===== src/rtl/mlc_pkg.sv =====
//==============================================================
// Purpose: Constants for the mode and current-limit register block
// Assumes: 20 MHz core clock, 3-bit register addresses
// Notes:   Times are kept in their own unit, cycles derived here
//==============================================================
package mlc_pkg;

	//==========================================================
	// Register addresses
	localparam logic [2:0] ADDR_INT   = 3'h0;
	localparam logic [2:0] ADDR_STAT  = 3'h1;
	localparam logic [2:0] ADDR_MODE  = 3'h2;
	localparam logic [2:0] ADDR_LIMIT = 3'h3;
	localparam logic [7:0] REG_RESET  = 8'h00;

	//==========================================================
	// Mode register fields
	localparam int MODE_SOFT_RST   = 7;
	localparam int MODE_WAKE_OFF   = 6;
	localparam int MODE_LDO_OFF    = 5;
	localparam int MODE_SHARE_EN   = 4;
	localparam int MODE_WARN_EN    = 3;
	localparam int MODE_FILT_OFF   = 2;
	localparam int MODE_IND_B      = 1;
	localparam int MODE_IND_A      = 0;

	//==========================================================
	// Limit register fields
	localparam int LIM_SEL_HI   = 7;
	localparam int LIM_SEL_LO   = 6;
	localparam int LIM_OFF      = 5;
	localparam int BLANK_SEL_HI = 4;
	localparam int BLANK_SEL_LO = 3;
	localparam int RETRY_SEL_HI = 2;
	localparam int RETRY_SEL_LO = 1;
	localparam int RETRY_EN     = 0;

	//==========================================================
	// Interrupt and status fields
	localparam int INT_DO_FAULT = 5;
	localparam int INT_CQ_FAULT = 4;
	localparam int INT_WARN     = 3;
	localparam int STAT_THERMAL = 7;

	//==========================================================
	// Serial frame
	localparam logic [4:0] FRAME_BITS = 5'h10;
	localparam logic [4:0] HEAD_BITS  = 5'h08;

	//==========================================================
	// Timing
	localparam int CLK_PERIOD_NS = 50;
	localparam int BLANK0_US = 128;
	localparam int BLANK1_US = 500;
	localparam int BLANK2_US = 1000;
	localparam int BLANK3_US = 5000;
	localparam int RETRY0_MS = 50;
	localparam int RETRY1_MS = 100;
	localparam int RETRY2_MS = 200;
	localparam int RETRY3_MS = 500;
	localparam int BLANK0_CYC = (BLANK0_US * 1000 + CLK_PERIOD_NS - 1)
		/ CLK_PERIOD_NS;
	localparam int BLANK1_CYC = (BLANK1_US * 1000 + CLK_PERIOD_NS - 1)
		/ CLK_PERIOD_NS;
	localparam int BLANK2_CYC = (BLANK2_US * 1000 + CLK_PERIOD_NS - 1)
		/ CLK_PERIOD_NS;
	localparam int BLANK3_CYC = (BLANK3_US * 1000 + CLK_PERIOD_NS - 1)
		/ CLK_PERIOD_NS;
	localparam int RETRY0_CYC = (RETRY0_MS * 1000000) / CLK_PERIOD_NS;
	localparam int RETRY1_CYC = (RETRY1_MS * 1000000) / CLK_PERIOD_NS;
	localparam int RETRY2_CYC = (RETRY2_MS * 1000000) / CLK_PERIOD_NS;
	localparam int RETRY3_CYC = (RETRY3_MS * 1000000) / CLK_PERIOD_NS;
	localparam int CNT_W = 24;

	//==========================================================
	// Driver protection states
	typedef enum logic [1:0] {
		MLC_DRV_ON    = 2'b00,
		MLC_DRV_RETRY = 2'b01,
		MLC_DRV_COOL  = 2'b10
	} mlc_drv_e;

endpackage : mlc_pkg


===== src/rtl/mlc_reg_if.sv =====
//==============================================================
// Purpose: Register access strobes between serial port and bank
// Assumes: One core clock
// Notes:   Strobes are one-cycle pulses
//==============================================================
interface mlc_reg_if;
	logic       wrStb;
	logic       rdStb;
	logic [2:0] addr;
	logic [7:0] wrData;
	logic [7:0] rdData;

	modport port (output wrStb, output rdStb, output addr,
		output wrData, input rdData);
	modport bank (input wrStb, input rdStb, input addr,
		input wrData, output rdData);
endinterface : mlc_reg_if


===== src/rtl/mlc_mode_limit_ctrl.sv =====
//==============================================================
// Purpose: Mode and current-limit configuration with fault timing
// Assumes: Pins synchronous to core_clk; driver index 0 = C/Q, 1 = DO
// Notes:   Long timings are parameters so simulation can shorten them
//==============================================================
module mlc_mode_limit_ctrl
	import mlc_pkg::*;
#(
	parameter int BLANK0_CYC_P = mlc_pkg::BLANK0_CYC,
	parameter int BLANK1_CYC_P = mlc_pkg::BLANK1_CYC,
	parameter int BLANK2_CYC_P = mlc_pkg::BLANK2_CYC,
	parameter int BLANK3_CYC_P = mlc_pkg::BLANK3_CYC,
	parameter int RETRY0_CYC_P = mlc_pkg::RETRY0_CYC,
	parameter int RETRY1_CYC_P = mlc_pkg::RETRY1_CYC,
	parameter int RETRY2_CYC_P = mlc_pkg::RETRY2_CYC,
	parameter int RETRY3_CYC_P = mlc_pkg::RETRY3_CYC
) (
	input  wire logic       core_clk,
	input  wire logic       rst_n,
	input  wire logic       csN,
	input  wire logic       sclk,
	input  wire logic       sdi,
	output logic            sdo,
	output logic            sdoOe,
	output logic            irqN,
	input  wire logic       indicatorAInputPin,
	input  wire logic       fieldSupplyLow,
	input  wire logic [1:0] drvOverCurrent,
	input  wire logic [1:0] drvOverTemp,
	input  wire logic       dieCool,
	output logic            wakeupDetectOff,
	output logic            lowRailRegulatorOff,
	output logic            serialShareEnable,
	output logic            rxGlitchFilterOff,
	output logic            indicatorAOutput,
	output logic            indicatorBOutput,
	output logic [1:0]      limitSelect,
	output logic            limitOff,
	output logic [1:0]      driverEnable
);
	import mlc_pkg::*;

	mlc_reg_if regBus ();

	logic [7:0]       mode_r, mode_nxt;
	logic [7:0]       limit_r, limit_nxt;
	logic [7:0]       int_r, int_nxt;
	logic [7:0]       stat_r, stat_nxt;
	logic             irqN_r, irqN_nxt;
	logic [CNT_W-1:0] blankCnt_r [2];
	logic [CNT_W-1:0] blankCnt_nxt [2];
	logic [1:0]       faultHit;
	logic [CNT_W-1:0] blankLimit;
	logic [CNT_W-1:0] retryLimit;
	logic [CNT_W-1:0] offCnt_r, offCnt_nxt;
	mlc_drv_e         drvState_r, drvState_nxt;
	logic [1:0]       drvEn_r;
	logic [7:0]       outs_r, outs_nxt;
	logic             softRst;
	logic             autoRetry;

	//==========================================================
	// Serial register port
	mlc_serial_port uPort (
		.core_clk (core_clk),
		.rst_n    (rst_n),
		.csN      (csN),
		.sclk     (sclk),
		.sdi      (sdi),
		.sdo      (sdo),
		.sdoOe    (sdoOe),
		.regs     (regBus.port)
	);

	// Soft reset lasts the one cycle in which the bit reads one
	assign softRst   = mode_r[MODE_SOFT_RST];
	assign autoRetry = limit_r[RETRY_EN];

	//==========================================================
	// Read mux; reads never alter the configuration registers
	always_comb begin
		if (regBus.addr == ADDR_INT) begin
			regBus.rdData = int_r;
		end else if (regBus.addr == ADDR_STAT) begin
			regBus.rdData = stat_r;
		end else if (regBus.addr == ADDR_MODE) begin
			regBus.rdData = mode_r;
		end else if (regBus.addr == ADDR_LIMIT) begin
			regBus.rdData = limit_r;
		end else begin
			regBus.rdData = 8'h00;
		end
	end

	//==========================================================
	// Configuration registers
	// Writes during the soft-reset cycle are dropped so the bank
	// always lands on its defaults
	always_comb begin
		mode_nxt  = mode_r;
		limit_nxt = limit_r;
		if (softRst) begin
			mode_nxt  = REG_RESET;
			limit_nxt = REG_RESET;
		end else if (regBus.wrStb) begin
			if (regBus.addr == ADDR_MODE) begin
				mode_nxt = regBus.wrData;
			end else if (regBus.addr == ADDR_LIMIT) begin
				limit_nxt = regBus.wrData;
			end
		end
	end

	always_ff @(posedge core_clk) begin
		if (!rst_n) begin
			mode_r  <= REG_RESET;
			limit_r <= REG_RESET;
		end else begin
			mode_r  <= mode_nxt;
			limit_r <= limit_nxt;
		end
	end

	//==========================================================
	// Interrupt flags and status
	// A set in the read cycle wins, so no event is lost
	always_comb begin
		int_nxt = int_r;
		if (regBus.rdStb && regBus.addr == ADDR_INT) begin
			int_nxt = 8'h00;
		end
		int_nxt[INT_CQ_FAULT] = int_nxt[INT_CQ_FAULT]
			| faultHit[0];
		int_nxt[INT_DO_FAULT] = int_nxt[INT_DO_FAULT]
			| faultHit[1];
		int_nxt[INT_WARN] = int_nxt[INT_WARN]
			| (fieldSupplyLow & mode_r[MODE_WARN_EN]);
		stat_nxt = 8'h00;
		stat_nxt[STAT_THERMAL] = |drvOverTemp;
		stat_nxt[INT_CQ_FAULT] = drvOverCurrent[0] | drvOverTemp[0];
		stat_nxt[INT_DO_FAULT] = drvOverCurrent[1] | drvOverTemp[1];
		stat_nxt[INT_WARN]     = fieldSupplyLow;
		if (softRst) begin
			int_nxt  = 8'h00;
			stat_nxt = 8'h00;
		end
		irqN_nxt = ~(|int_nxt);
	end

	always_ff @(posedge core_clk) begin
		if (!rst_n) begin
			int_r  <= 8'h00;
			stat_r <= 8'h00;
			irqN_r <= 1'b1;
		end else begin
			int_r  <= int_nxt;
			stat_r <= stat_nxt;
			irqN_r <= irqN_nxt;
		end
	end

	//==========================================================
	// Timing selects
	always_comb begin
		case (limit_r[BLANK_SEL_HI:BLANK_SEL_LO])
			2'b00:   blankLimit = CNT_W'(BLANK0_CYC_P);
			2'b01:   blankLimit = CNT_W'(BLANK1_CYC_P);
			2'b10:   blankLimit = CNT_W'(BLANK2_CYC_P);
			default: blankLimit = CNT_W'(BLANK3_CYC_P);
		endcase
		case (limit_r[RETRY_SEL_HI:RETRY_SEL_LO])
			2'b00:   retryLimit = CNT_W'(RETRY0_CYC_P);
			2'b01:   retryLimit = CNT_W'(RETRY1_CYC_P);
			2'b10:   retryLimit = CNT_W'(RETRY2_CYC_P);
			default: retryLimit = CNT_W'(RETRY3_CYC_P);
		endcase
	end

	//==========================================================
	// Per-driver blanking: a fault must persist for the whole
	// blanking time before it is signalled
	for (genvar i = 0; i < 2; i++) begin : gBlank
		always_comb begin
			blankCnt_nxt[i] = '0;
			faultHit[i]     = 1'b0;
			if (drvState_r == MLC_DRV_ON
				&& (drvOverCurrent[i] | drvOverTemp[i])) begin
				blankCnt_nxt[i] = blankCnt_r[i] + CNT_W'(1);
				if (blankCnt_nxt[i] >= blankLimit) begin
					faultHit[i]     = 1'b1;
					blankCnt_nxt[i] = '0;
				end
			end
		end

		always_ff @(posedge core_clk) begin
			if (!rst_n) begin
				blankCnt_r[i] <= '0;
			end else begin
				blankCnt_r[i] <= blankCnt_nxt[i];
			end
		end
	end

	//==========================================================
	// Driver protection state machine; a fault on either driver
	// turns both off, since they share the retry timer
	always_comb begin
		drvState_nxt = drvState_r;
		offCnt_nxt   = '0;
		case (drvState_r)
			MLC_DRV_ON: begin
				if (|faultHit) begin
					if (autoRetry) begin
						drvState_nxt = MLC_DRV_RETRY;
					end else begin
						drvState_nxt = MLC_DRV_COOL;
					end
				end
			end
			MLC_DRV_RETRY: begin
				offCnt_nxt = offCnt_r + CNT_W'(1);
				if (offCnt_nxt >= retryLimit) begin
					drvState_nxt = MLC_DRV_ON;
					offCnt_nxt   = '0;
				end
			end
			MLC_DRV_COOL: begin
				if (dieCool) begin
					drvState_nxt = MLC_DRV_ON;
				end
			end
			default: begin
				drvState_nxt = MLC_DRV_ON;
			end
		endcase
	end

	always_ff @(posedge core_clk) begin
		if (!rst_n) begin
			drvState_r <= MLC_DRV_ON;
			offCnt_r   <= '0;
			drvEn_r    <= 2'b11;
		end else begin
			drvState_r <= drvState_nxt;
			offCnt_r   <= offCnt_nxt;
			drvEn_r    <= {2{drvState_nxt == MLC_DRV_ON}};
		end
	end

	//==========================================================
	// Configuration outputs, registered so pins never glitch
	always_comb begin
		outs_nxt[0] = mode_nxt[MODE_WAKE_OFF];
		outs_nxt[1] = mode_nxt[MODE_LDO_OFF];
		outs_nxt[2] = mode_nxt[MODE_SHARE_EN];
		outs_nxt[3] = mode_nxt[MODE_FILT_OFF];
		outs_nxt[4] = mode_nxt[MODE_IND_A]
			| indicatorAInputPin;
		outs_nxt[5] = mode_nxt[MODE_IND_B];
		outs_nxt[6] = limit_nxt[LIM_OFF];
		outs_nxt[7] = 1'b0;
	end

	always_ff @(posedge core_clk) begin
		if (!rst_n) begin
			outs_r      <= 8'h00;
			limitSelect <= 2'b00;
		end else begin
			outs_r      <= outs_nxt;
			limitSelect <= limit_nxt[LIM_SEL_HI:LIM_SEL_LO];
		end
	end

	assign wakeupDetectOff     = outs_r[0];
	assign lowRailRegulatorOff = outs_r[1];
	assign serialShareEnable   = outs_r[2];
	assign rxGlitchFilterOff   = outs_r[3];
	assign indicatorAOutput    = outs_r[4];
	assign indicatorBOutput    = outs_r[5];
	assign limitOff            = outs_r[6];
	assign driverEnable        = drvEn_r;
	assign irqN                = irqN_r;

endmodule : mlc_mode_limit_ctrl


===== src/rtl/mlc_serial_port.sv =====
//==============================================================
// Purpose: Serial register port, 16-bit frames, clock mode 0
// Assumes: Pins synchronous to core clock, sclk much slower
// Notes:   Byte 0 = addr[7:5], read flag [0]; byte 1 = data
//==============================================================
module mlc_serial_port
	import mlc_pkg::*;
(
	input  wire logic core_clk,
	input  wire logic rst_n,
	input  wire logic csN,
	input  wire logic sclk,
	input  wire logic sdi,
	output logic      sdo,
	output logic      sdoOe,
	mlc_reg_if.port   regs
);
	logic [4:0] bitCnt_r, bitCnt_nxt;
	logic [7:0] rxShift_r, rxShift_nxt;
	logic [7:0] txShift_r, txShift_nxt;
	logic [2:0] addr_r, addr_nxt;
	logic       isRead_r, isRead_nxt;
	logic       sclkLast_r;
	logic       sdo_r, sdo_nxt;
	logic       sdoOe_r;
	logic       wrStb_r, wrStb_nxt;
	logic       rdStb_r, rdStb_nxt;
	logic       rise;
	logic       fall;

	//==========================================================
	// Frame engine
	// Edges are found by comparing with last sample of sclk
	always_comb begin
		rise        = sclk & ~sclkLast_r;
		fall        = ~sclk & sclkLast_r;
		bitCnt_nxt  = bitCnt_r;
		rxShift_nxt = rxShift_r;
		txShift_nxt = txShift_r;
		addr_nxt    = addr_r;
		isRead_nxt  = isRead_r;
		sdo_nxt     = sdo_r;
		wrStb_nxt   = 1'b0;
		rdStb_nxt   = 1'b0;
		if (csN) begin
			// Deselect aborts any partial frame
			bitCnt_nxt = '0;
			sdo_nxt    = 1'b0;
		end else begin
			if (rise && bitCnt_r < FRAME_BITS) begin
				rxShift_nxt = {rxShift_r[6:0], sdi};
				bitCnt_nxt  = bitCnt_r + 5'h01;
				if (bitCnt_r == HEAD_BITS - 5'h01) begin
					addr_nxt   = rxShift_r[6:4];
					isRead_nxt = sdi;
					rdStb_nxt  = sdi;
				end
				if (bitCnt_r == FRAME_BITS - 5'h01) begin
					wrStb_nxt = ~isRead_r;
				end
			end
			// Read data is loaded the cycle after the read strobe
			if (rdStb_r) begin
				txShift_nxt = regs.rdData;
			end
			if (fall && bitCnt_r >= HEAD_BITS
				&& bitCnt_r < FRAME_BITS) begin
				sdo_nxt     = txShift_r[7];
				txShift_nxt = {txShift_r[6:0], 1'b0};
			end
		end
	end

	//==========================================================
	// Frame registers
	always_ff @(posedge core_clk) begin
		if (!rst_n) begin
			bitCnt_r   <= '0;
			rxShift_r  <= 8'h00;
			txShift_r  <= 8'h00;
			addr_r     <= 3'h0;
			isRead_r   <= 1'b0;
			sclkLast_r <= 1'b0;
			sdo_r      <= 1'b0;
			sdoOe_r    <= 1'b0;
			wrStb_r    <= 1'b0;
			rdStb_r    <= 1'b0;
		end else begin
			bitCnt_r   <= bitCnt_nxt;
			rxShift_r  <= rxShift_nxt;
			txShift_r  <= txShift_nxt;
			addr_r     <= addr_nxt;
			isRead_r   <= isRead_nxt;
			sclkLast_r <= sclk;
			sdo_r      <= sdo_nxt;
			sdoOe_r    <= ~csN;
			wrStb_r    <= wrStb_nxt;
			rdStb_r    <= rdStb_nxt;
		end
	end

	assign regs.wrStb  = wrStb_r;
	assign regs.rdStb  = rdStb_r;
	assign regs.addr   = addr_r;
	assign regs.wrData = rxShift_r;
	assign sdo         = sdo_r;
	assign sdoOe       = sdoOe_r;

endmodule : mlc_serial_port


===== config.mk =====
export PLATFORM = sky130hd
export DESIGN_NAME = mlc_mode_limit_ctrl
export DESIGN_NICKNAME = d
export VERILOG_FILES = /design/src/rtl/mlc_pkg.sv /design/src/rtl/mlc_reg_if.sv /design/src/rtl/mlc_mode_limit_ctrl.sv /design/src/rtl/mlc_serial_port.sv
export SDC_FILE = /design/constraint.sdc
export NUM_CORES = 1
export LEC_CHECK = 0
export BUFFER_PORTS_ARGS = -buffer_cell sky130_fd_sc_hd__buf_2
export CORE_ASPECT_RATIO = 0.5
export CORE_MARGIN = 2
export CORE_UTILIZATION = 42
export CTS_CLUSTER_DIAMETER = 150
export CTS_CLUSTER_SIZE = 25
export DETAILED_ROUTE_END_ITERATION = 8
export SYNTH_ARGS = -nofsm -noshare
export SYNTH_HDL_FRONTEND = slang
export SYNTH_SLANG_ARGS = --single-unit
export TNS_END_PERCENT = 5

===== constraint.sdc =====
create_clock -name core_clk -period 3.9 [get_ports core_clk]
set_input_delay 0.195 -clock core_clk [delete_from_list [all_inputs] [get_ports core_clk]]
set_output_delay 0.195 -clock core_clk [all_outputs]
set_load 0.03 [all_outputs]

==> results of run 1 <==
## cell usage after synthesis, types with 17 or more instances
cell and n:
inv_1 20, xor2_1 28, nand4_1 17, xnor2_1 34, nor3_1 17, clkbuf_1 18, mux2i_1 17, and3_1 22
ha_1 48, nand2_1 79, dfxtp_1 135, nand3_1 29, nor2b_1 41, a21oi_1 23, o21ai_0 18, nor2_1 69
## sequential cells by signal, summed over array words and instances (netlist names), 2 cells and up
register / cells
uPort.txShift_r: 8
stat_r: 4
uPort.regs.wrData: 8
int_r: 8
drvState_r: 2
uPort.bitCnt_r: 5
blankCnt_r: 48
mode_r: 7
uPort.regs.addr: 3
limit_r: 8
offCnt_r: 24
outs_r: 2
## power by group through the flow
| stage | combinational, mW | clock, mW | sequential, mW |
|---|---|---|---|
| floorplan | 0.0665 | 0 | 1.45 |
| global placement | 0.100 | 0 | 1.45 |
| detailed placement | 0.101 | 0 | 1.45 |
| CTS | 0.101 | 1.81 | 1.42 |
| global route | 0.111 | 1.87 | 1.42 |
| finish | 0.101 | 1.77 | 1.42 |
## timing repair
item | 4_1_cts | 5_1_grt
hold buffers | 0 | 0
resized for setup | 0 | 2
setup buffers | 0 | 0
endpoints found under the setup margin | 0 | 19
## critical path: cells and delay by family (launching register included)
family | cells | cell delay [ps]
AOI/OAI and AO/OA | 6 | 1070
xor gates and xnor gates | 1 | 200
and+or+nand+nor | 5 | 1200
DFF | 1 | 410
adders and majority gates | 2 | 530
## kinds of logic (layout without fill, tap and decap cells)
group / Yosys count / after routing
buf+inv: 49 / 84
xor+xnor: 62 / 62
compound gates: 104 / 104
other cells: 1 / 14
fa+ha+maj: 48 / 48
mux: 21 / 21
simple gates: 327 / 327
flops: 135 / 135
## final cells by class
type                    instances  area (um^2)
well taps                     204        255.2
fillers                      1431         7816
multi-input cells             576         3936
clock inverters                14        222.7
inverters                      20        75.07
repair buffers                 32        177.7
flip-flops and latches        135         2703
clock buffers                  18        429.2
## final timing paths
check	to	start	slack, ps	cells after the start
setup / recovery	irqN$_SDFF_PN1_	blankCnt_r[1][0]$_SDFF_PP0_	380	14
hold / removal	uPort.sclkLast_r$_SDFF_PN0_	sclk	20	2
setup reg to reg	irqN$_SDFF_PN1_	blankCnt_r[1][0]$_SDFF_PP0_	380	14
hold reg to reg	int_r[3]$_SDFF_PN0_	int_r[3]$_SDFF_PN0_	470	2
## routing by layer
metal  part of all wire, %  up-vias  track usage (%)
li1                      -     2680                -
met1                    52     2403            23.46
met2                    44       63            28.77
met3                   3.0       12            3.101
met4                   1.1        0            7.000
met5                     0        -                0
## stage by stage
step / setup WS [ps] / total power [mW] / hold slack [ps]
2_1_floorplan: 579.0 / 1.521 / 309.2
3_5_place_dp: 375.1 / 1.552 / 437.3
5_1_grt: 45.03 / 3.404 / 23.80
3_3_place_gp: 495.2 / 1.551 / 440.8
6_report: 384.1 / 3.293 / 21.07
4_1_cts: 342.4 / 3.330 / 0.7498
==> flow_metrics.tcl, run 1 <==
set metrics [dict create \
    status "completed" \
    cts_buffer_depth 2 \
    wirelength_um 14140 \
    synth_top_family_by_area "simple AND/OR/NAND/NOR gates" \
    dp_hpwl_um 10190 \
    yosysSeqAreaShare_pct 39.72 \
    yosys.area_share.simple_pct 25.60 \
    intPower_mw 2.583 \
    grt_pass1_wl_um 24150 \
    async_flop_share_pct 0 \
    synth_flop_cell "dfxtp_1" \
    power_switching_mw 0.7091 \
    power_density_nw_per_um2 422.2 \
    netlist_area_um2 6804 \
    leakage_nw 3.122 \
    placed_area_um2 7144 \
    layout.cells.non_filler 999 \
    hold_viol_final 0 \
    htreeDepth 4 \
    synthTopCellsByArea "dfxtp_1, ha_1, xnor2_1" \
    layout.nets 842 \
    n_antenna_cell 0 \
    comb_power_share_pct 3.1 \
    fin_crit_ps 3516 \
    maxSlewViolCount 0 \
    via_count 5158 \
    path_max_fanout 7 \
    die_h_um 94 \
    crit_path_start_kind "flop" \
    worstSetupPathType "flop to flop" \
    drt-initial-drc-count 263 \
    dieWidth_um 184 \
    required_ps 4220 \
    post_drt_wl_per_cell_um 14.15 \
    grt_pass1_vias 4954 \
    final_cell_mix "dfxtp_1, nand2_1, nor2_1" \
    synthDistinctLibCells 70 \
    pwr-share-seq_pct 43.1 \
    yosysWarnings 0 \
    io_buffers 25 \
    max_freq_mhz 284.4 \
    synth_compound_area_share_pct 10.81 \
    antenna_found_initial 0 \
    irDropWorstVdd_v 0.0003156 \
    synthCells 747 \
    fin_skew_ps 12.48 \
    yosysTopAreaCellShare_pct 39.72 \
    final_area_um2 7799 \
    worstPathCellList "ha_1 -> and2_2 -> nand2_1 -> or2_1 -> xnor2_1 -> ha_1 -> a21o_1 -> a21oi_1 -> nand2_1 -> a41oi_1 -> a21oi_1 -> or4_4 -> a22o_1 -> o31ai_1" \
    hold_path_class "input port to flop" \
    globalplace.congestion 0.7892 \
    core_um2 15620 \
    layout_commonest_cell "dfxtp_1" \
    synthAdderAreaFrac_pct 8.827 \
    cp_slowest_cell "or4_4" \
    endpoint_kind "flop" \
    synthMuxAreaShare_pct 3.825 \
    drc 0 \
    critPathMaxStageDelay_ps 500 \
    utilization_pct 49.94 \
    cts_root_buf "clkbuf_16" \
    setup-tns-final_ps 0 \
    synth_xor_area_share_pct 7.981 \
    dieArea_um2 17300 \
    grt_remaining_overflow 0 \
    post-place-cells 967 \
    max-cap-violations 0 \
    avgSynthCellArea_um2 9.108 \
    worstPathArrival_ps 3840 \
    vias_per_cell 5.163 \
    grtUsageTotal_pct 17.68 \
    yosysTopAreaCell "dfxtp_1" \
    grt_setup_unrepaired "false" \
    grt_start_max_net_pins 30 \
    clock_sinks 135 \
    clkLatencyLatePin_ps 420 \
    path_clk_slew_ps 60 \
    synth-seq-cells 135 \
    ios 26 \
    cts_tree "built" \
    clockPowerShare_pct 53.8 \
    initial_core_util_pct 43.57 \
    numCtsBuffers 17 \
    tightest_slew_ps 1119 \
    syn_to_final_growth_pct 14.62 \
    drive_above_1_share_pct 11.32 \
    slew_headroom_pct 24.79 \
    switching_share_pct 21.54 \
    synth_edf_count 0 \
    row_count 32 \
    ant_nets 0 \
    dr.pass1.iters 5 \
    finalCritPeriodShare_pct 90.15 \
    setup_viol 0 \
]
No activity file was read; power rests on OpenSTA's default activity.
==> run 2: changes to the inputs <==
--- a/config.mk
+++ b/config.mk
@@ -6,12 +6,15 @@
 export NUM_CORES = 1
 export LEC_CHECK = 0
 export BUFFER_PORTS_ARGS = -buffer_cell sky130_fd_sc_hd__buf_2
+export CELL_PAD_IN_SITES_DETAIL_PLACEMENT = 1
+export CELL_PAD_IN_SITES_GLOBAL_PLACEMENT = 1
 export CORE_ASPECT_RATIO = 0.5
 export CORE_MARGIN = 2
 export CORE_UTILIZATION = 42
 export CTS_CLUSTER_DIAMETER = 150
 export CTS_CLUSTER_SIZE = 25
 export DETAILED_ROUTE_END_ITERATION = 8
+export PLACE_DENSITY_LB_ADDON = 0.1
 export SYNTH_ARGS = -nofsm -noshare
 export SYNTH_HDL_FRONTEND = slang
 export SYNTH_SLANG_ARGS = --single-unit
==> run 2 against run 1 <==
First-iteration DRC count decreased by 21%. Cell area fell by 1.6%. Maximum frequency is 0.86% lower. Largest power group unchanged.
==> flow_metrics.tcl, run 2 (synthesis results as in run 1) <==
set metrics [dict create \
    cts_buffer_depth 2 \
    post_cts_buffers 0 \
    htreeDepth 4 \
    crit_buf_inv 0 \
    power_switching_mw 0.6613 \
    fin_skew_ps 10.74 \
    slew_headroom_pct 35.47 \
    cpLargestDelayFamily "simple AND/OR/NAND/NOR gates" \
    drc 0 \
    intPower_mw 2.332 \
    path_max_fanout 7 \
    die_h_um 94 \
    grt_remaining_overflow 0 \
    required_ps 4230 \
    worstPathArrival_ps 3870 \
    cp-startpoint "blankCnt_r[1][0]$_SDFF_PP0_" \
    row_count 32 \
    reg2reg_from "blankCnt_r[1][0]$_SDFF_PP0_" \
    fin_crit_ps 3546 \
    comb_power_share_pct 3.5 \
    largest_reg_flops 48 \
    placed_area_um2 7144 \
    setup-tns-final_ps 0 \
    p_total_mw 2.994 \
    globalplace.congestion 0.8311 \
    max_freq_mhz 282.0 \
    post_drt_wl_per_cell_um 16.19 \
    fin_ws_ps 353.5 \
    tightest_slew_ps 960.5 \
    hold_viol_final 0 \
    max-cap-violations 0 \
    setup_viol 0 \
    reg_top3 "blankCnt_r: 48 flops, offCnt_r: 24 flops" \
    endpoint_kind "flop" \
    dieArea_um2 17300 \
    final_area_um2 7677 \
    dp_hpwl_um 11690 \
    grt_start_max_net_pins 30 \
    maxSlewViolCount 0 \
    drt-initial-drc-count 209 \
    grtUsageTotal_pct 19.87 \
    finalCritPeriodShare_pct 90.93 \
    leakage_nw 3.069 \
    wirelength_um 16110 \
    via_count 5306 \
    grt_pass1_vias 5356 \
    grt_pass1_wl_um 26840 \
    crit_path_start_kind "flop" \
    status "completed" \
    critPathMaxStageDelay_ps 500 \
    io_buffers 25 \
    power_density_nw_per_um2 389.9 \
    pre_cts_ws_ps 271.7 \
    cts_root_buf "clkbuf_16" \
    path_clk_slew_ps 60 \
    initial_core_util_pct 43.57 \
    worstSetupPathType "flop to flop" \
    antenna_found_initial 0 \
    n_antenna_cell 0 \
    cp_slowest_cell "or4_4" \
    dieWidth_um 184 \
    clock_sinks 135 \
    core_um2 15620 \
    ios 26 \
    clkLatencyLatePin_ps 420 \
    switching_share_pct 22.09 \
    syn_to_final_growth_pct 12.84 \
    dr.pass1.iters 5 \
    irDropWorstVdd_v 0.0003385 \
    grt_setup_unrepaired "false" \
    ant_nets 0 \
    final_cell_mix "dfxtp_1, nand2_1, nor2_1" \
    pwr-share-seq_pct 47.5 \
    vias_per_cell 5.333 \
    drive_above_1_share_pct 10.62 \
    top_register "blankCnt_r" \
    layout.nets 843 \
    worstHoldStart "sclk" \
    numCtsBuffers 17 \
    layout_commonest_cell "dfxtp_1" \
    clockPowerShare_pct 49.0 \
    worstPathCellList "ha_1 -> and2_2 -> nand2_1 -> or2_1 -> xnor2_1 -> ha_1 -> a21o_1 -> a21oi_1 -> nand2_1 -> a41oi_1 -> a21oi_1 -> or4_4 -> a22o_1 -> o31ai_1" \
    hold_path_class "input port to flop" \
    cts_tree "built" \
]
-- run 2: path summary, 6_finish.rpt --
| path | endpoint | slack [ps] | cells past startpoint |
|---|---|---|---|
| hold reg to reg | limit_r[6]$_SDFFE_PP0P_ | 480 | 2 |
| setup reg to reg | irqN$_SDFF_PN1_ | 350 | 14 |
| hold / removal | uPort.sclkLast_r$_SDFF_PN0_ | 10 | 2 |
| setup / recovery | irqN$_SDFF_PN1_ | 350 | 14 |
-- run 2: power by group through the flow --
stage          clock network, mW  logic, mW  registers, mW
4_1_cts                     1.51      0.105           1.42
6_report                    1.47      0.104           1.42
3_5_place_dp                   0      0.104           1.45
2_1_floorplan                  0     0.0665           1.45
5_1_grt                     1.57      0.115           1.42
3_3_place_gp                   0      0.102           1.45
-- run 2: metrics by stage --
stage / hold slack [ps] / utilization, % / std cells
2_1_floorplan: 309.2 / - / 760
3_3_place_gp: 395.1 / 45.75 / 967
3_5_place_dp: 401.9 / 45.75 / 967
4_1_cts: 0.5365 / 49.13 / 995
5_1_grt: 29.72 / 49.17 / 995
6_report: 11.41 / 49.17 / 995
-- run 2: timing repair --
action	4_1_cts	5_1_grt
hold buffers	1	0
gates resized for setup	0	2
hold endpoints to repair	1	0
setup endpoints to repair	0	26
-- run 2: routing by layer --
| layer | routed length [um] | global-route usage, % | vias to the layer above |
|---|---|---|---|
| met5 | 0 | 0 | - |
| met4 | 255 | 6.733 | 0 |
| met3 | 327 | 3.721 | 22 |
| met2 | 7351 | 32.92 | 37 |
| met1 | 8179 | 26.17 | 2577 |
| li1 | - | - | 2670 |
-- run 2: cell type report --
class | instances | area [um^2]
inverters | 20 | 75.07
multi-input cells | 576 | 3940
fillers | 1841 | 7938
clock buffers | 22 | 464.2
well taps | 204 | 255.2
repair buffers | 33 | 187.7
flip-flops and latches | 135 | 2703
clock inverters | 5 | 52.55
